<file path="src/design/rec_pkg.sv">
// Package: constants, types and register map of the transfer record controller
// Overview of operation
// (RQ1) Stack-emulation bit set switches recording behaviour
// (RQ2) Calls recorded as in ordinary mode
// (RQ3) Return decrements pointer, then invalidates entry
// (RQ4) Popped entry becomes logical entry depth-1
// (RQ5) Swap overwrites entry 0, pointer unchanged
// (RQ6) Other transfer types suppressed in emulation
// (RQ7) Type filters and trap enables ignored
// (RQ8) Pop adds popped cycle field to tally
// (RQ9) Calls after a pop recorded cycle-invalid
// (RQ10) No records written while halted
// (RQ11) Halt set by hardware or software
// (RQ12) Overflow trap with enable sets halt
// (RQ13) Freezing overflow trap itself not recorded
// (RQ14) Overflow without trap never sets halt
// (RQ15) Breakpoint trap with enable halts, unrecorded
// (RQ16) Breakpoint is cause 3, not debug
// (RQ17) Guest traps use guest halt enables
// (RQ18) Custom extension active when custom bits nonzero
// (RQ19) Custom fields standard when bits zero
// (RQ20) Tally cleared on control write, clear
// (RQ21) Tally advances only while recording active
// (RQ22) Pointer wraps modulo buffer depth
package rec_pkg;
  localparam logic [11:0] ctl_lo_off    = 12'h000;
  localparam logic [11:0] ctl_hi_off    = 12'h004;
  localparam logic [11:0] vs_ctl_off    = 12'h008;
  localparam logic [11:0] status_off    = 12'h00c;
  localparam logic [11:0] clear_off     = 12'h010;
  localparam logic [11:0] tally_off     = 12'h014;
  localparam logic [11:0] entry_sel_off = 12'h018;
  localparam logic [11:0] entry_dat_off = 12'h01c;
  localparam logic [11:0] entry_tgt_off = 12'h020;
  // Control low word bits
  localparam int ctl_user_bit      = 0;
  localparam int ctl_super_bit     = 1;
  localparam int ctl_mach_bit      = 2;
  localparam int ctl_ext_trap_bit  = 3;
  localparam int ctl_stack_emu_bit = 7;
  localparam int ctl_ovf_frz_bit   = 11;
  localparam int ctl_bp_frz_bit    = 12;
  localparam int ctl_custom_lsb    = 24;
  localparam int ctl_custom_msb    = 27;
  // Status bits
  localparam int st_halted_bit     = 31;
  localparam int st_custom_bit     = 30;
  localparam logic [31:0] ctl_lo_reset = 32'h0000_0000;
  localparam logic [31:0] ctl_lo_mask  = 32'h0f00_189f;
  localparam logic [15:0] ctl_hi_reset = 16'h0000;
  localparam logic [3:0]  cause_breakpoint = 4'h3;
  localparam logic [31:0] tally_reset  = 32'h0000_0000;

  typedef enum logic [3:0] {
    xfer_none, xfer_ind_call, xfer_dir_call, xfer_ind_jump, xfer_dir_jump,
    xfer_swap, xfer_return, xfer_other_ind, xfer_other_dir, xfer_trap
  } xfer_kind_t;

  typedef enum logic [1:0] {priv_user, priv_super, priv_rsvd, priv_mach} priv_t;

  typedef struct packed {
    logic       valid;
    xfer_kind_t kind;
    logic [31:0] source;
    logic [31:0] target;
  } retire_t;

  typedef struct packed {
    logic       valid;
    logic       is_interrupt;
    logic       is_overflow;
    logic       is_debug;
    logic [3:0] cause;
    priv_t      dest_priv;
    logic       dest_virtual;
  } trap_t;

  typedef struct packed {
    logic        valid;
    logic        cycle_count_valid;
    logic [15:0] elapsed_cycle_field;
    logic [31:0] source;
  } entry_t;
endpackage : rec_pkg

</file>
<file path="src/design/transfer_record_ras_freeze.sv">
// Transfer record buffer controller with stack emulation and freeze
//
// The APB register port and the register offsets were decided locally.
module transfer_record_ras_freeze #(
  parameter int depth       = 16,
  parameter int tally_width = 27
) (
  input  wire logic             pclk,
  input  wire logic             presetn,
  input  wire logic             psel,
  input  wire logic             penable,
  input  wire logic             pwrite,
  input  wire logic [11:0]      paddr,
  input  wire logic [31:0]      pwdata,
  output logic      [31:0]      prdata,
  output logic                  pready,
  output logic                  pslverr,
  input  wire rec_pkg::retire_t retire,
  input  wire rec_pkg::trap_t   trap,
  input  wire rec_pkg::priv_t   cur_priv,
  input  wire logic             cur_virtual,
  output logic                  halted,
  output logic [7:0]            write_pointer
);
  import rec_pkg::*;

  localparam int pw = $clog2(depth);

  // Pointer wrap relies on a power-of-two depth
  if (depth < 2 || depth > 256 || (depth & (depth - 1)) != 0)
  begin : g_bad_depth
    $error("depth must be a power of two from 2 to 256");
  end
  if (tally_width < 12 || tally_width > 32)
  begin : g_bad_tally
    $error("tally_width must be 12 to 32");
  end

  logic [31:0]          ctl_lo_reg;
  logic [15:0]          ctl_hi_reg;
  logic [31:0]          vs_ctl_reg;
  logic                 halted_reg;
  logic [pw-1:0]        buffer_write_pointer;
  logic [tally_width-1:0] elapsed_cycle_tally;
  logic                 tally_invalid_reg;
  logic                 popped_parent_reg;
  logic [pw-1:0]        sel_reg;
  entry_t               entry_mem [depth];
  logic [31:0]          target_mem [depth];

  // Saturating 16-bit cycle field: 12-bit mantissa, 4-bit exponent
  function automatic logic [15:0] encode_cycles(input logic [tally_width-1:0] t);
    logic [31:0] v;
    logic [15:0] r;
    int          msb;
    v   = 32'(t);
    r   = 16'h0000;
    msb = 0;
    for (int i = 0; i < 32; i++)
      if (v[i])
        msb = i;
    if (v < 32'h0000_1000)
      r = {4'h0, v[11:0]};
    else if (msb - 11 > 15)
      r = 16'hffff;
    else
      r = {4'(msb - 11), 12'(v >> (msb - 12))};
    return r;
  endfunction : encode_cycles

  function automatic logic [31:0] decode_cycles(input logic [15:0] f);
    logic [31:0] r;
    r = 32'h0000_0000;
    if (f[15:12] == 4'h0)
      r = {20'h00000, f[11:0]};
    else
      r = (32'h0000_1000 + {20'h00000, f[11:0]}) << (f[15:12] - 4'h1);
    return r;
  endfunction : decode_cycles

  logic apb_write;
  logic apb_read;
  assign apb_write = psel && penable && pwrite;
  assign apb_read  = psel && penable && !pwrite;

  logic ctl_write;
  logic clear_write;
  logic halt_write;
  assign ctl_write   = apb_write && (paddr == ctl_lo_off || paddr == ctl_hi_off);
  assign clear_write = apb_write && paddr == clear_off;
  assign halt_write  = apb_write && paddr == status_off;

  // (RQ18) Custom extension active flag
  logic custom_active;
  assign custom_active = ctl_lo_reg[ctl_custom_msb:ctl_custom_lsb] != 4'h0;

  // (RQ1) Emulation mode select
  logic stack_emulation_enable;
  assign stack_emulation_enable = ctl_lo_reg[ctl_stack_emu_bit];

  logic priv_enabled;
  always_comb
  begin
    case (cur_priv)
      priv_user:  priv_enabled = ctl_lo_reg[ctl_user_bit];
      priv_super: priv_enabled = ctl_lo_reg[ctl_super_bit];
      priv_mach:  priv_enabled = ctl_lo_reg[ctl_mach_bit];
      default:    priv_enabled = 1'b0;
    endcase
  end

  // (RQ21) Active only when enabled and not halted
  logic active;
  assign active = priv_enabled && !halted_reg;

  // (RQ17) Guest traps use guest halt enables
  logic halt_on_counter_overflow;
  logic halt_on_breakpoint;
  assign halt_on_counter_overflow = trap.dest_virtual ? vs_ctl_reg[ctl_ovf_frz_bit]
                                                      : ctl_lo_reg[ctl_ovf_frz_bit];
  assign halt_on_breakpoint = trap.dest_virtual ? vs_ctl_reg[ctl_bp_frz_bit]
                                                : ctl_lo_reg[ctl_bp_frz_bit];

  // (RQ12) Overflow trap to M or S mode; (RQ14) only a real trap counts
  logic freeze_ovf;
  assign freeze_ovf = trap.valid && trap.is_interrupt && trap.is_overflow &&
                      halt_on_counter_overflow &&
                      (trap.dest_priv == priv_mach || trap.dest_priv == priv_super);
  // (RQ16) Breakpoint is synchronous cause 3, debug entry excluded
  logic freeze_bp;
  assign freeze_bp = trap.valid && !trap.is_interrupt && !trap.is_debug &&
                     trap.cause == cause_breakpoint && halt_on_breakpoint &&
                     (trap.dest_priv == priv_mach || trap.dest_priv == priv_super);
  logic freeze_event;
  assign freeze_event = freeze_ovf || freeze_bp;

  // Ordinary-mode filter on the high control word: one bit per transfer kind
  logic kind_allowed;
  always_comb
  begin
    kind_allowed = !ctl_hi_reg[retire.kind];
  end

  // (RQ10) Halted blocks all writes; (RQ13) (RQ15) freezing trap unrecorded
  logic do_call;
  logic do_ret;
  logic do_swap;
  logic do_plain;
  logic do_trap;
  always_comb
  begin
    do_call  = 1'b0;
    do_ret   = 1'b0;
    do_swap  = 1'b0;
    do_plain = 1'b0;
    do_trap  = 1'b0;
    if (active && !ctl_write && !clear_write)
    begin
      if (stack_emulation_enable)
      begin
        // (RQ2) (RQ6) (RQ7) Only calls, returns and swaps; filters ignored
        if (retire.valid && (retire.kind == xfer_ind_call || retire.kind == xfer_dir_call))
          do_call = 1'b1;
        else if (retire.valid && retire.kind == xfer_return)
          do_ret = 1'b1;
        else if (retire.valid && retire.kind == xfer_swap)
          do_swap = 1'b1;
      end
      else
      begin
        if (retire.valid && retire.kind != xfer_none && kind_allowed)
          do_plain = 1'b1;
        else if (trap.valid && !freeze_event && ctl_lo_reg[ctl_ext_trap_bit])
          do_trap = 1'b1;
      end
    end
  end

  logic [pw-1:0] ptr_dec;
  logic [pw-1:0] ptr_top;
  // (RQ22) Wrap modulo depth both ways
  assign ptr_dec = buffer_write_pointer - pw'(1);
  assign ptr_top = buffer_write_pointer - pw'(1);

  logic [15:0] cur_field;
  logic        cur_ccv;
  assign cur_field = encode_cycles(elapsed_cycle_tally);
  // (RQ9) Calls after a popped parent recorded cycle-invalid
  assign cur_ccv   = !tally_invalid_reg && !(stack_emulation_enable && popped_parent_reg);

  // (RQ11) Halt: hardware set wins over software clear
  always_ff @(posedge pclk or negedge presetn)
  begin
    if (!presetn)
      halted_reg <= 1'b0;
    else if (freeze_event)
      halted_reg <= 1'b1;
    else if (halt_write)
      halted_reg <= pwdata[st_halted_bit];
  end

  always_ff @(posedge pclk or negedge presetn)
  begin
    if (!presetn)
    begin
      ctl_lo_reg <= ctl_lo_reset;
      ctl_hi_reg <= ctl_hi_reset;
      vs_ctl_reg <= ctl_lo_reset;
    end
    else if (apb_write && paddr == ctl_lo_off)
      ctl_lo_reg <= pwdata & ctl_lo_mask;
    else if (apb_write && paddr == ctl_hi_off)
      ctl_hi_reg <= pwdata[15:0];
    else if (apb_write && paddr == vs_ctl_off)
      vs_ctl_reg <= pwdata & ctl_lo_mask;
  end

  always_ff @(posedge pclk or negedge presetn)
  begin
    if (!presetn)
      buffer_write_pointer <= '0;
    else if (clear_write)
      buffer_write_pointer <= '0;
    // (RQ3) Return decrements the pointer
    else if (do_ret)
      buffer_write_pointer <= ptr_dec;
    // (RQ5) Swap leaves pointer alone; (RQ22) increment wraps
    else if (do_call || do_plain || do_trap)
      buffer_write_pointer <= buffer_write_pointer + pw'(1);
  end

  // (RQ20) Tally cleared on control write or buffer clear
  logic [31:0] tally_sum;
  logic [31:0] popped_cycles;
  // An invalid slot holds no count, so popping it adds nothing
  assign popped_cycles = entry_mem[ptr_dec].valid ?
                         decode_cycles(entry_mem[ptr_dec].elapsed_cycle_field) : 32'h0000_0000;
  assign tally_sum = 32'(elapsed_cycle_tally) + popped_cycles;
  always_ff @(posedge pclk or negedge presetn)
  begin
    if (!presetn)
    begin
      elapsed_cycle_tally <= '0;
      tally_invalid_reg   <= 1'b1;
    end
    else if (ctl_write || clear_write)
    begin
      elapsed_cycle_tally <= '0;
      tally_invalid_reg   <= 1'b1;
    end
    else if (do_call || do_plain || do_trap || do_swap)
    begin
      elapsed_cycle_tally <= '0;
      tally_invalid_reg   <= !active;
    end
    // (RQ8) Pop adds the popped entry's cycle field
    else if (do_ret)
    begin
      if (tally_sum > 32'({tally_width{1'b1}}))
        elapsed_cycle_tally <= '1;
      else
        elapsed_cycle_tally <= tally_sum[tally_width-1:0];
    end
    // (RQ21) Count only active cycles, saturating
    else if (active && elapsed_cycle_tally != '1)
      elapsed_cycle_tally <= elapsed_cycle_tally + tally_width'(1);
  end

  always_ff @(posedge pclk or negedge presetn)
  begin
    if (!presetn)
      popped_parent_reg <= 1'b0;
    else if (ctl_write || clear_write || do_call || do_plain)
      popped_parent_reg <= 1'b0;
    else if (do_ret)
      popped_parent_reg <= 1'b1;
  end

  entry_t new_entry;
  always_comb
  begin
    new_entry.valid               = 1'b1;
    new_entry.cycle_count_valid   = cur_ccv;
    new_entry.elapsed_cycle_field = cur_field;
    new_entry.source              = retire.source;
  end

  // Entries have no reset; validity alone is cleared, by buffer clear or by a pop
  always_ff @(posedge pclk)
  begin
    for (int i = 0; i < depth; i++)
    begin
      if (clear_write)
        entry_mem[i].valid <= 1'b0;
      // (RQ3) (RQ4) Invalidate the popped slot, now logical depth-1
      else if (do_ret && pw'(i) == ptr_dec)
        entry_mem[i].valid <= 1'b0;
      // (RQ5) Swap overwrites logical entry 0
      else if (do_swap && pw'(i) == ptr_top)
      begin
        entry_mem[i] <= new_entry;
        target_mem[i] <= retire.target;
      end
      else if ((do_call || do_plain || do_trap) && pw'(i) == buffer_write_pointer)
      begin
        entry_mem[i] <= new_entry;
        target_mem[i] <= retire.target;
      end
    end
  end

  // Register file readback, selected logical entry counted from the newest
  logic [pw-1:0] rd_phys;
  assign rd_phys = buffer_write_pointer - pw'(1) - sel_reg;

  always_ff @(posedge pclk or negedge presetn)
  begin
    if (!presetn)
      sel_reg <= '0;
    else if (apb_write && paddr == entry_sel_off)
      sel_reg <= pwdata[pw-1:0];
  end

  logic [31:0] rd_value;
  logic        rd_err;
  always_comb
  begin
    rd_value = 32'h0000_0000;
    rd_err   = 1'b0;
    if (paddr == ctl_lo_off)
      rd_value = ctl_lo_reg;
    else if (paddr == ctl_hi_off)
      rd_value = {16'h0000, ctl_hi_reg};
    else if (paddr == vs_ctl_off)
      rd_value = vs_ctl_reg;
    else if (paddr == status_off)
      // (RQ19) Custom status bit reads zero without the extension
      rd_value = {halted_reg, custom_active & popped_parent_reg, 22'h000000,
                  8'(buffer_write_pointer)};
    else if (paddr == clear_off)
      rd_value = 32'h0000_0000;
    else if (paddr == tally_off)
      rd_value = 32'(elapsed_cycle_tally);
    else if (paddr == entry_sel_off)
      rd_value = 32'(sel_reg);
    else if (paddr == entry_dat_off)
      rd_value = {entry_mem[rd_phys].valid, entry_mem[rd_phys].cycle_count_valid,
                  14'h0000, entry_mem[rd_phys].elapsed_cycle_field};
    else if (paddr == entry_tgt_off)
      rd_value = entry_mem[rd_phys].valid ? entry_mem[rd_phys].source : 32'h0000_0000;
    else
      rd_err = 1'b1;
  end

  // Zero-wait slave: pready is registered high one cycle into each access
  always_ff @(posedge pclk or negedge presetn)
  begin
    if (!presetn)
    begin
      prdata  <= 32'h0000_0000;
      pready  <= 1'b0;
      pslverr <= 1'b0;
    end
    else
    begin
      pready  <= psel && !penable;
      pslverr <= psel && !penable && rd_err;
      if (psel && !penable && !pwrite)
        prdata <= rd_value;
    end
  end

  always_ff @(posedge pclk or negedge presetn)
  begin
    if (!presetn)
    begin
      halted        <= 1'b0;
      write_pointer <= 8'h00;
    end
    else
    begin
      halted        <= halted_reg;
      write_pointer <= 8'(buffer_write_pointer);
    end
  end

  logic unused_read;
  assign unused_read = apb_read;
endmodule : transfer_record_ras_freeze

</file>
<file path="config.mk">
export PLATFORM = sky130hd
export DESIGN_NAME = transfer_record_ras_freeze
export DESIGN_NICKNAME = d
export VERILOG_FILES = /design/src/design/rec_pkg.sv /design/src/design/transfer_record_ras_freeze.sv
export SDC_FILE = /design/constraint.sdc
export NUM_CORES = 1
export LEC_CHECK = 0
export BUFFER_PORTS_ARGS = -buffer_cell sky130_fd_sc_hd__buf_2
export CORE_ASPECT_RATIO = 0.7
export CORE_MARGIN = 2
export CORE_UTILIZATION = 45
export DETAILED_ROUTE_END_ITERATION = 8
export PLACE_DENSITY = 0.67
export SETUP_SLACK_MARGIN = 0.1
export SYNTH_ARGS = -nofsm -noshare
export SYNTH_HDL_FRONTEND = slang
export SYNTH_SLANG_ARGS = --single-unit
</file>
<file path="constraint.sdc">
create_clock -name pclk -period 16 [get_ports pclk]
set_clock_uncertainty 0.2 [all_clocks]
set_input_delay 1.6 -clock pclk [delete_from_list [all_inputs] [get_ports pclk]]
set_output_delay 1.6 -clock pclk [all_outputs]
set_load 0.1 [all_outputs]
</file>
Word level (Yosys, flattened, before mapping)
Memories as Yosys holds them, arrays and structs flattened. Index checks and enable logic that the tools add are counted.

Bits in latches: 0. ROM bits: 0. Output and inout port bits: 43. Bits in writable memories: 800. Memories kept: 1. Bits in registers: 117.

Memory list: entry_mem (depth 16, bits a word 50, rd ports 2, clocked after Yosys merged registers in 0, write ports 16, line transfer_record_ras_freeze.sv:48) `entry_t entry_mem [depth];`.

Reductions and logical operators: 118. Bitwise gates (word level): 67. Order comparisons: 4. Div/mod/pow operators: 0. Add/subtract/negate cells: 9. $mul: 0. Multiplexer cells: 345. Shift operators: 2. Equal/unequal tests: 48.

Operators with widths (count): 32-bit 2-to-1 mux (37); 49-bit 2-to-1 mux (16); 1-bit 2-to-1 mux (280); 27-bit 2-to-1 mux (5); 1-bit logical AND (82); 4-bit == test (first input constant) (16); 1-bit OR (64); 32-bit by 5-bit subtractor with 32-bit output (second input constant) (2); 12-bit by 5-bit == test with 1-bit output (second input constant) (4); 27-bit by 32-bit adder with 32-bit output (1); 3-bit by 4-bit == test with 1-bit output (first input constant) (8); 32-bit by 27-bit greater-than comparator with 1-bit output (second input constant) (1); 32-bit by 5-bit greater-than comparator with 1-bit output (second input constant) (1); 16-bit 2-to-1 mux (2); 14-bit by 4-bit left shift with 32-bit output (1); 27-bit by 32-bit right shift with 12-bit output (1); 27-bit by 1-bit adder with 27-bit output (second input constant) (1); 27-bit by 13-bit less-than comparator with 1-bit output (second input constant) (1); 27-bit inequality test (second input constant) (1); 12-bit by 4-bit == test with 1-bit output (second input constant) (2); 2-bit by 4-bit == test with 1-bit output (first input constant) (4); 13-bit by 12-bit adder with 14-bit output (first input constant) (1); 12-bit by 3-bit == test with 1-bit output (second input constant) (1); 12-bit by 6-bit == test with 1-bit output (second input constant) (1); 25 further kinds (60).

Logic depth before layout (Yosys ltp)
Word-level depth: 31. Gate-level depth with buffers: 33. Gate-level depth less buffers: 24.

Worst setup path after synthesis
No wires, ideal clock.

Path type: register -> register. Start point: register buffer_write_pointer[0]. End point: register elapsed_cycle_tally[4]. Stages on the path, launching flop included: 33. Library setup time: 0.132 ns. Data arrival time: 6.576 ns. Path buffers: 10. Data required time: 15.668 ns. Path slack: 9.092 ns. Cell sequence: dfrtp_1 buf_6 buf_12 buf_6 buf_4 inv_1 ha_1 buf_2 buf_4 mux4_2 mux4_2 buf_6 inv_2 ha_1 and3_1 clkbuf_1 or2_2 clkbuf_1 inv_1 nand2_1 o22ai_1 ha_1 clkbuf_1 a21oi_1 nand2_1 or3_1 a2bb2oi_1 a21oi_1 o21ai_0 mux2_4 or3_1 a22oi_1 nor2_1.

Word-level cells in the longest chain between the ends: 12. Elaborated cells on any way between the ends: 14. Classes of those cells: add/sub: 4; order compare: 1; shift: 1; mux: 6; reduce/logical: 1; memory: 1.

Ends and longest elaborated chain: from (decl) (line transfer_record_ras_freeze.sv:43) `logic [pw-1:0] buffer_write_pointer;`; from (signal assigned) (line transfer_record_ras_freeze.sv:226) `buffer_write_pointer <= ptr_dec;`; from (signal assigned) (line transfer_record_ras_freeze.sv:229) `buffer_write_pointer <= buffer_write_pointer + pw'(1);`; 4-bit by 1-bit subtractor with 4-bit output * (line transfer_record_ras_freeze.sv:182) `assign ptr_dec = buffer_write_pointer - pw'(1);`; memory read 16 x 50 bit *; 13-bit by 12-bit adder with 14-bit output / 4-bit by 1-bit subtractor with 4-bit output (equally long branches) (line transfer_record_ras_freeze.sv:77) `r = (32'h0000_1000 + {20'h00000, f[11:0]}) << (f[15:12] - 4'h1);`; 14-bit by 4-bit left shift with 32-bit output (line transfer_record_ras_freeze.sv:77); 32-bit 2-to-1 mux (line transfer_record_ras_freeze.sv:74) `if (f[15:12] == 4'h0)`; 32-bit 2-to-1 mux * (line transfer_record_ras_freeze.sv:236) `assign popped_cycles = entry_mem[ptr_dec].valid ?`; 27-bit by 32-bit adder with 32-bit output * (line transfer_record_ras_freeze.sv:238) `assign tally_sum = 32'(elapsed_cycle_tally) + popped_cycles;`; 32-bit by 27-bit greater-than comparator with 1-bit output (line transfer_record_ras_freeze.sv:259) `if (tally_sum > 32'({tally_width{1'b1}}))`; 27-bit 2-to-1 mux * (line transfer_record_ras_freeze.sv:259); 27-bit 2-to-1 mux * (line transfer_record_ras_freeze.sv:257) `else if (do_ret)`; 27-bit 2-to-1 mux * (line transfer_record_ras_freeze.sv:251) `else if (do_call || do_plain || do_trap || do_swap)`; 27-bit 2-to-1 mux * (line transfer_record_ras_freeze.sv:246) `else if (ctl_write || clear_write)`; to (signal assigned) (line transfer_record_ras_freeze.sv:262) `elapsed_cycle_tally <= tally_sum[tally_width-1:0];`; to (signal assigned) (line transfer_record_ras_freeze.sv:266) `elapsed_cycle_tally <= elapsed_cycle_tally + tally_width'(1);`; to (decl) (line transfer_record_ras_freeze.sv:44) `logic [tally_width-1:0] elapsed_cycle_tally;`.

Every way passes the cells marked *; elsewhere a longest branch is shown, timed or not. A chain may end at the register's enable or synchronous reset.

Final worst setup path
Start point: register buffer_write_pointer[0]. End point: register elapsed_cycle_tally[22].

The elaborated chain is that of the path after synthesis.

==> summary.md <==
| Metric | Value |
|---|---|
| GRT Resource Usage Total | `0.254` |
| Total congestion overflow | `0` |
| Buffers on Ports | `125` |
| DRT Wirelength | `127000 um` |
| Post-CTS setup buffer count | `0` |
| Met3 WL | `15300 um` |
| Maximum clock rate | `111 MHz` |
| CTS clk-pin slew, worst paths | `70 ps` |
| CP startpoint | `buffer_write_pointer[0]` |
| P&R area growth vs syn | `11.4%` |
| Worst-Skew Late Latency | `690 ps` |
| Core area | `95800 um^2` |
| Avg Cell Area, Syn | `15.7 um^2` |
| Final RePlAce weighted congestion | `0.958` |
| Max reg flops | `800` |
| Final setup margin | `6990 ps` |
| Fraction of layout cells with a size suffix above 1 | `0.244` |
| Flop2flop setup slack | `6990 ps` |
| Worst hold path class | `flop to flop` |
| Critical path cell sequence | `inv_1 > ha_2 > buf_4 > mux4_2 > mux4_2 > inv_2 > ha_1 > xor2_1 > a21oi_1 > nor2b_1 > a211oi_1 > ha_1 > a21oi_1 > nand2b_1 > or3_1 > a2bb2oi_1 > a21oi_1 > o21ai_0 > mux2_4 > nor2_8 > a21boi_0 > o21ai_0` |
| Leak | `17.1 nW` |
| Slowest-stage cell, CP | `dfrtp_4` |
| Crit path launch type | `flop` |
| Antenna violations before repair | `10` |
| Clock buffer depth | `3` |
| Hold Fails Final Rpt | `0` |
| Sequential area share after synthesis | `0.621` |
| Area share of the largest cell type after synthesis | `0.553` |
| Crit path capture type | `flop` |
| Period utilization | `0.563` |
| RR Endpoint | `elapsed_cycle_tally[22]` |
| Crit Path Category | `flop to flop` |
| Die X | `375 um` |
| Unique cell type count in the Yosys netlist | `89` |
| EDFF count, synth | `800` |
| Vias/cell | `6.50` |
| Commonest non-fill, non-tap cell in the layout | `edfxtp_1` |
| Peak supply drop | `0.0713 mV` |
| Syn Inst Count | `2770` |
| Yosys reg bits | `917` |
| Cell Pwr Density | `101 nW/um^2` |
| Most used flip-flop cell after synthesis | `edfxtp_1` |
| Setup TNS | `0 ps` |
| Via count | `27219` |
| Max capacitance violation total | `0` |
| Worst path max stage delay | `860 ps` |
| Hold path depth | `2` |
| Yosys warns | `0` |
| Top reg by flops | `entry_mem` |
| Async SR Flop Fraction | `0.128` |
| Ports | `175` |
| DRT antenna net count | `0` |
| Die area | `99000 um^2` |
| Setup-failing EPs final | `0` |
| Met1 WL | `53400 um` |
| DR WL/cell | `30.2 um` |
| Root Driver | `clkbuf_16` |
| # rows | `95` |
| Post-synth top area cell | `edfxtp_1` |
| Outcome | `finished, final reports clean` |
| Final Critical Period | `9010 ps` |
| CP arrival | `9350 ps` |
| DR pass1 iterations | `7` |
| RSZ-0062 raised after global routing | `false` |
| Starting Density | `0.453` |
| Initial DRC Count | `3641` |
| Cts repair resizes | `0` |
| Hold-fix buffers, CTS | `0` |
| Slew margin rel. | `0.112` |
| Drt drc | `0` |
| Top Layer Used | `met5` |
| Fin nets | `3028` |
| Num CTS Buffers | `87` |
| Vias in the first global route | `26290` |
| Detail Route met2 WL | `54900 um` |
| # clock sinks | `917` |
| Min-delay src | `prdata[24]` |
| CP dominant cell by count | `a21oi_1` |
| Worst-margin pin slew | `1330 ps` |
| CTS tree | `built` |
| Synth area leaders | `edfxtp_1, mux4_2, dfrtp_1` |
| Commonest non-fill, non-tap cells in the layout | `edfxtp_1, mux4_2, nand2_1, mux2i_1, buf_2` |
| Mapped cell area | `43400 um^2` |
| H-Tree Depth | `3` |
| First-pass GRT wire length | `184000 um` |
| End of the worst hold path | `prdata[24]` |
| Top Registers | `entry_mem: 800 flops, prdata: 32 flops, elapsed_cycle_tally: 27 flops` |
| CP Max Fanout | `57` |
| Max-slew violation count | `0` |
| DP HPWL | `76000 um` |
| Worst r2r src | `buffer_write_pointer[0]` |
| Die height | `264 um` |
| Worst Path Required | `16330 ps` |
| Worst Reg-to-Reg Cells | `22` |
| Layout fillers | `7857` |
| Placement Setup Slack | `7060 ps` |
| Pin count of the biggest net entering global routing | `85` |
==> worst max-delay path, delay by kind of cell, from the launching register on <==
family / cells / cell delay (ps)
muxes: 3 / 1580
adders and majority gates: 3 / 1290
and+or+nand+nor: 4 / 690
AOI/OAI and AO/OA: 8 / 2130
xor gates and xnor gates: 1 / 840
DFF: 1 / 860
buffers and inverters: 3 / 1180
==> through the flow <==
stage	hold slack, ps	total power [W]	area, um^2	util	std cells
2_1_floorplan	149	0.00274	43400	-	2773
6_report	287	0.00489	48400	0.505	4189
4_1_cts	286	0.00492	48300	0.505	4181
3_5_place_dp	271	0.00281	45400	0.474	4021
3_3_place_gp	266	0.00280	45400	0.474	4021
5_1_grt	315	0.00502	48300	0.505	4181
==> worst max path at each step <==
stage / cells after the start / endpoint / slack [ps]
after CTS: 23 / elapsed_cycle_tally[25] / 7070
after global placement: 23 / elapsed_cycle_tally[22] / 7250
after global routing: 23 / elapsed_cycle_tally[25] / 6460
final: 22 / elapsed_cycle_tally[22] / 6990
after floorplan: 32 / elapsed_cycle_tally[4] / 9090
after detailed placement: 23 / elapsed_cycle_tally[25] / 7060
==> per-layer routing <==
| metal | global-route usage | vias to the layer above |
|---|---|---|
| met5 | 0 | - |
| met4 | 0.0623 | 14 |
| met3 | 0.0711 | 215 |
| met2 | 0.364 | 1644 |
| met1 | 0.384 | 14082 |
| li1 | - | 11264 |
==> final cells by class <==
class                      count  area, um^2  share of cell area
antenna                        8        20.0            0.000414
clock buffer                 116        2400              0.0496
clock inverter                44         529              0.0109
inverter                      37         140             0.00290
multi-input combinational   1626       15700               0.324
sequential                   917       27000               0.557
tap                         1261        1580              0.0326
timing repair buffer         180        1060              0.0219
==> synthesized netlist by cell type, drive strengths merged, types with 23 or more instances <==
master / count
ha: 45
buf: 87
o21ai: 114
mux2: 60
nand2: 257
a21oi: 109
a211oi: 23
mux2i: 137
nor3: 43
nor2: 114
nand3: 51
xnor2: 30
clkbuf: 106
dfrtp: 116
a22o: 29
edfxtp: 800
mux4: 294
inv: 36
==> logic make-up (layout without fill, tap and decap cells) <==
| kind of cell | Yosys count | count (layout) | share of synthesized area |
|---|---|---|---|
| simple gates | 580 | 580 | 0.0613 |
| mux | 491 | 491 | 0.200 |
| fa+ha+maj | 47 | 47 | 0.0139 |
| compound gates | 453 | 453 | 0.0683 |
| buf+inv | 230 | 377 | 0.0239 |
| other cells | 1 | 12 | 0.0000864 |
| flops | 917 | 917 | 0.621 |
| xor+xnor | 51 | 51 | 0.0118 |
==> where the power goes <==
group          leakage [nW]  switching [W]  total (W)  internal, W
clock network          1.41       0.000924    0.00213      0.00121
logic                  6.66       0.000116   0.000161    0.0000454
registers              9.01     0.00000400    0.00259      0.00259
total                  17.1        0.00104    0.00489      0.00385
(Power assumes the default switching activity.)
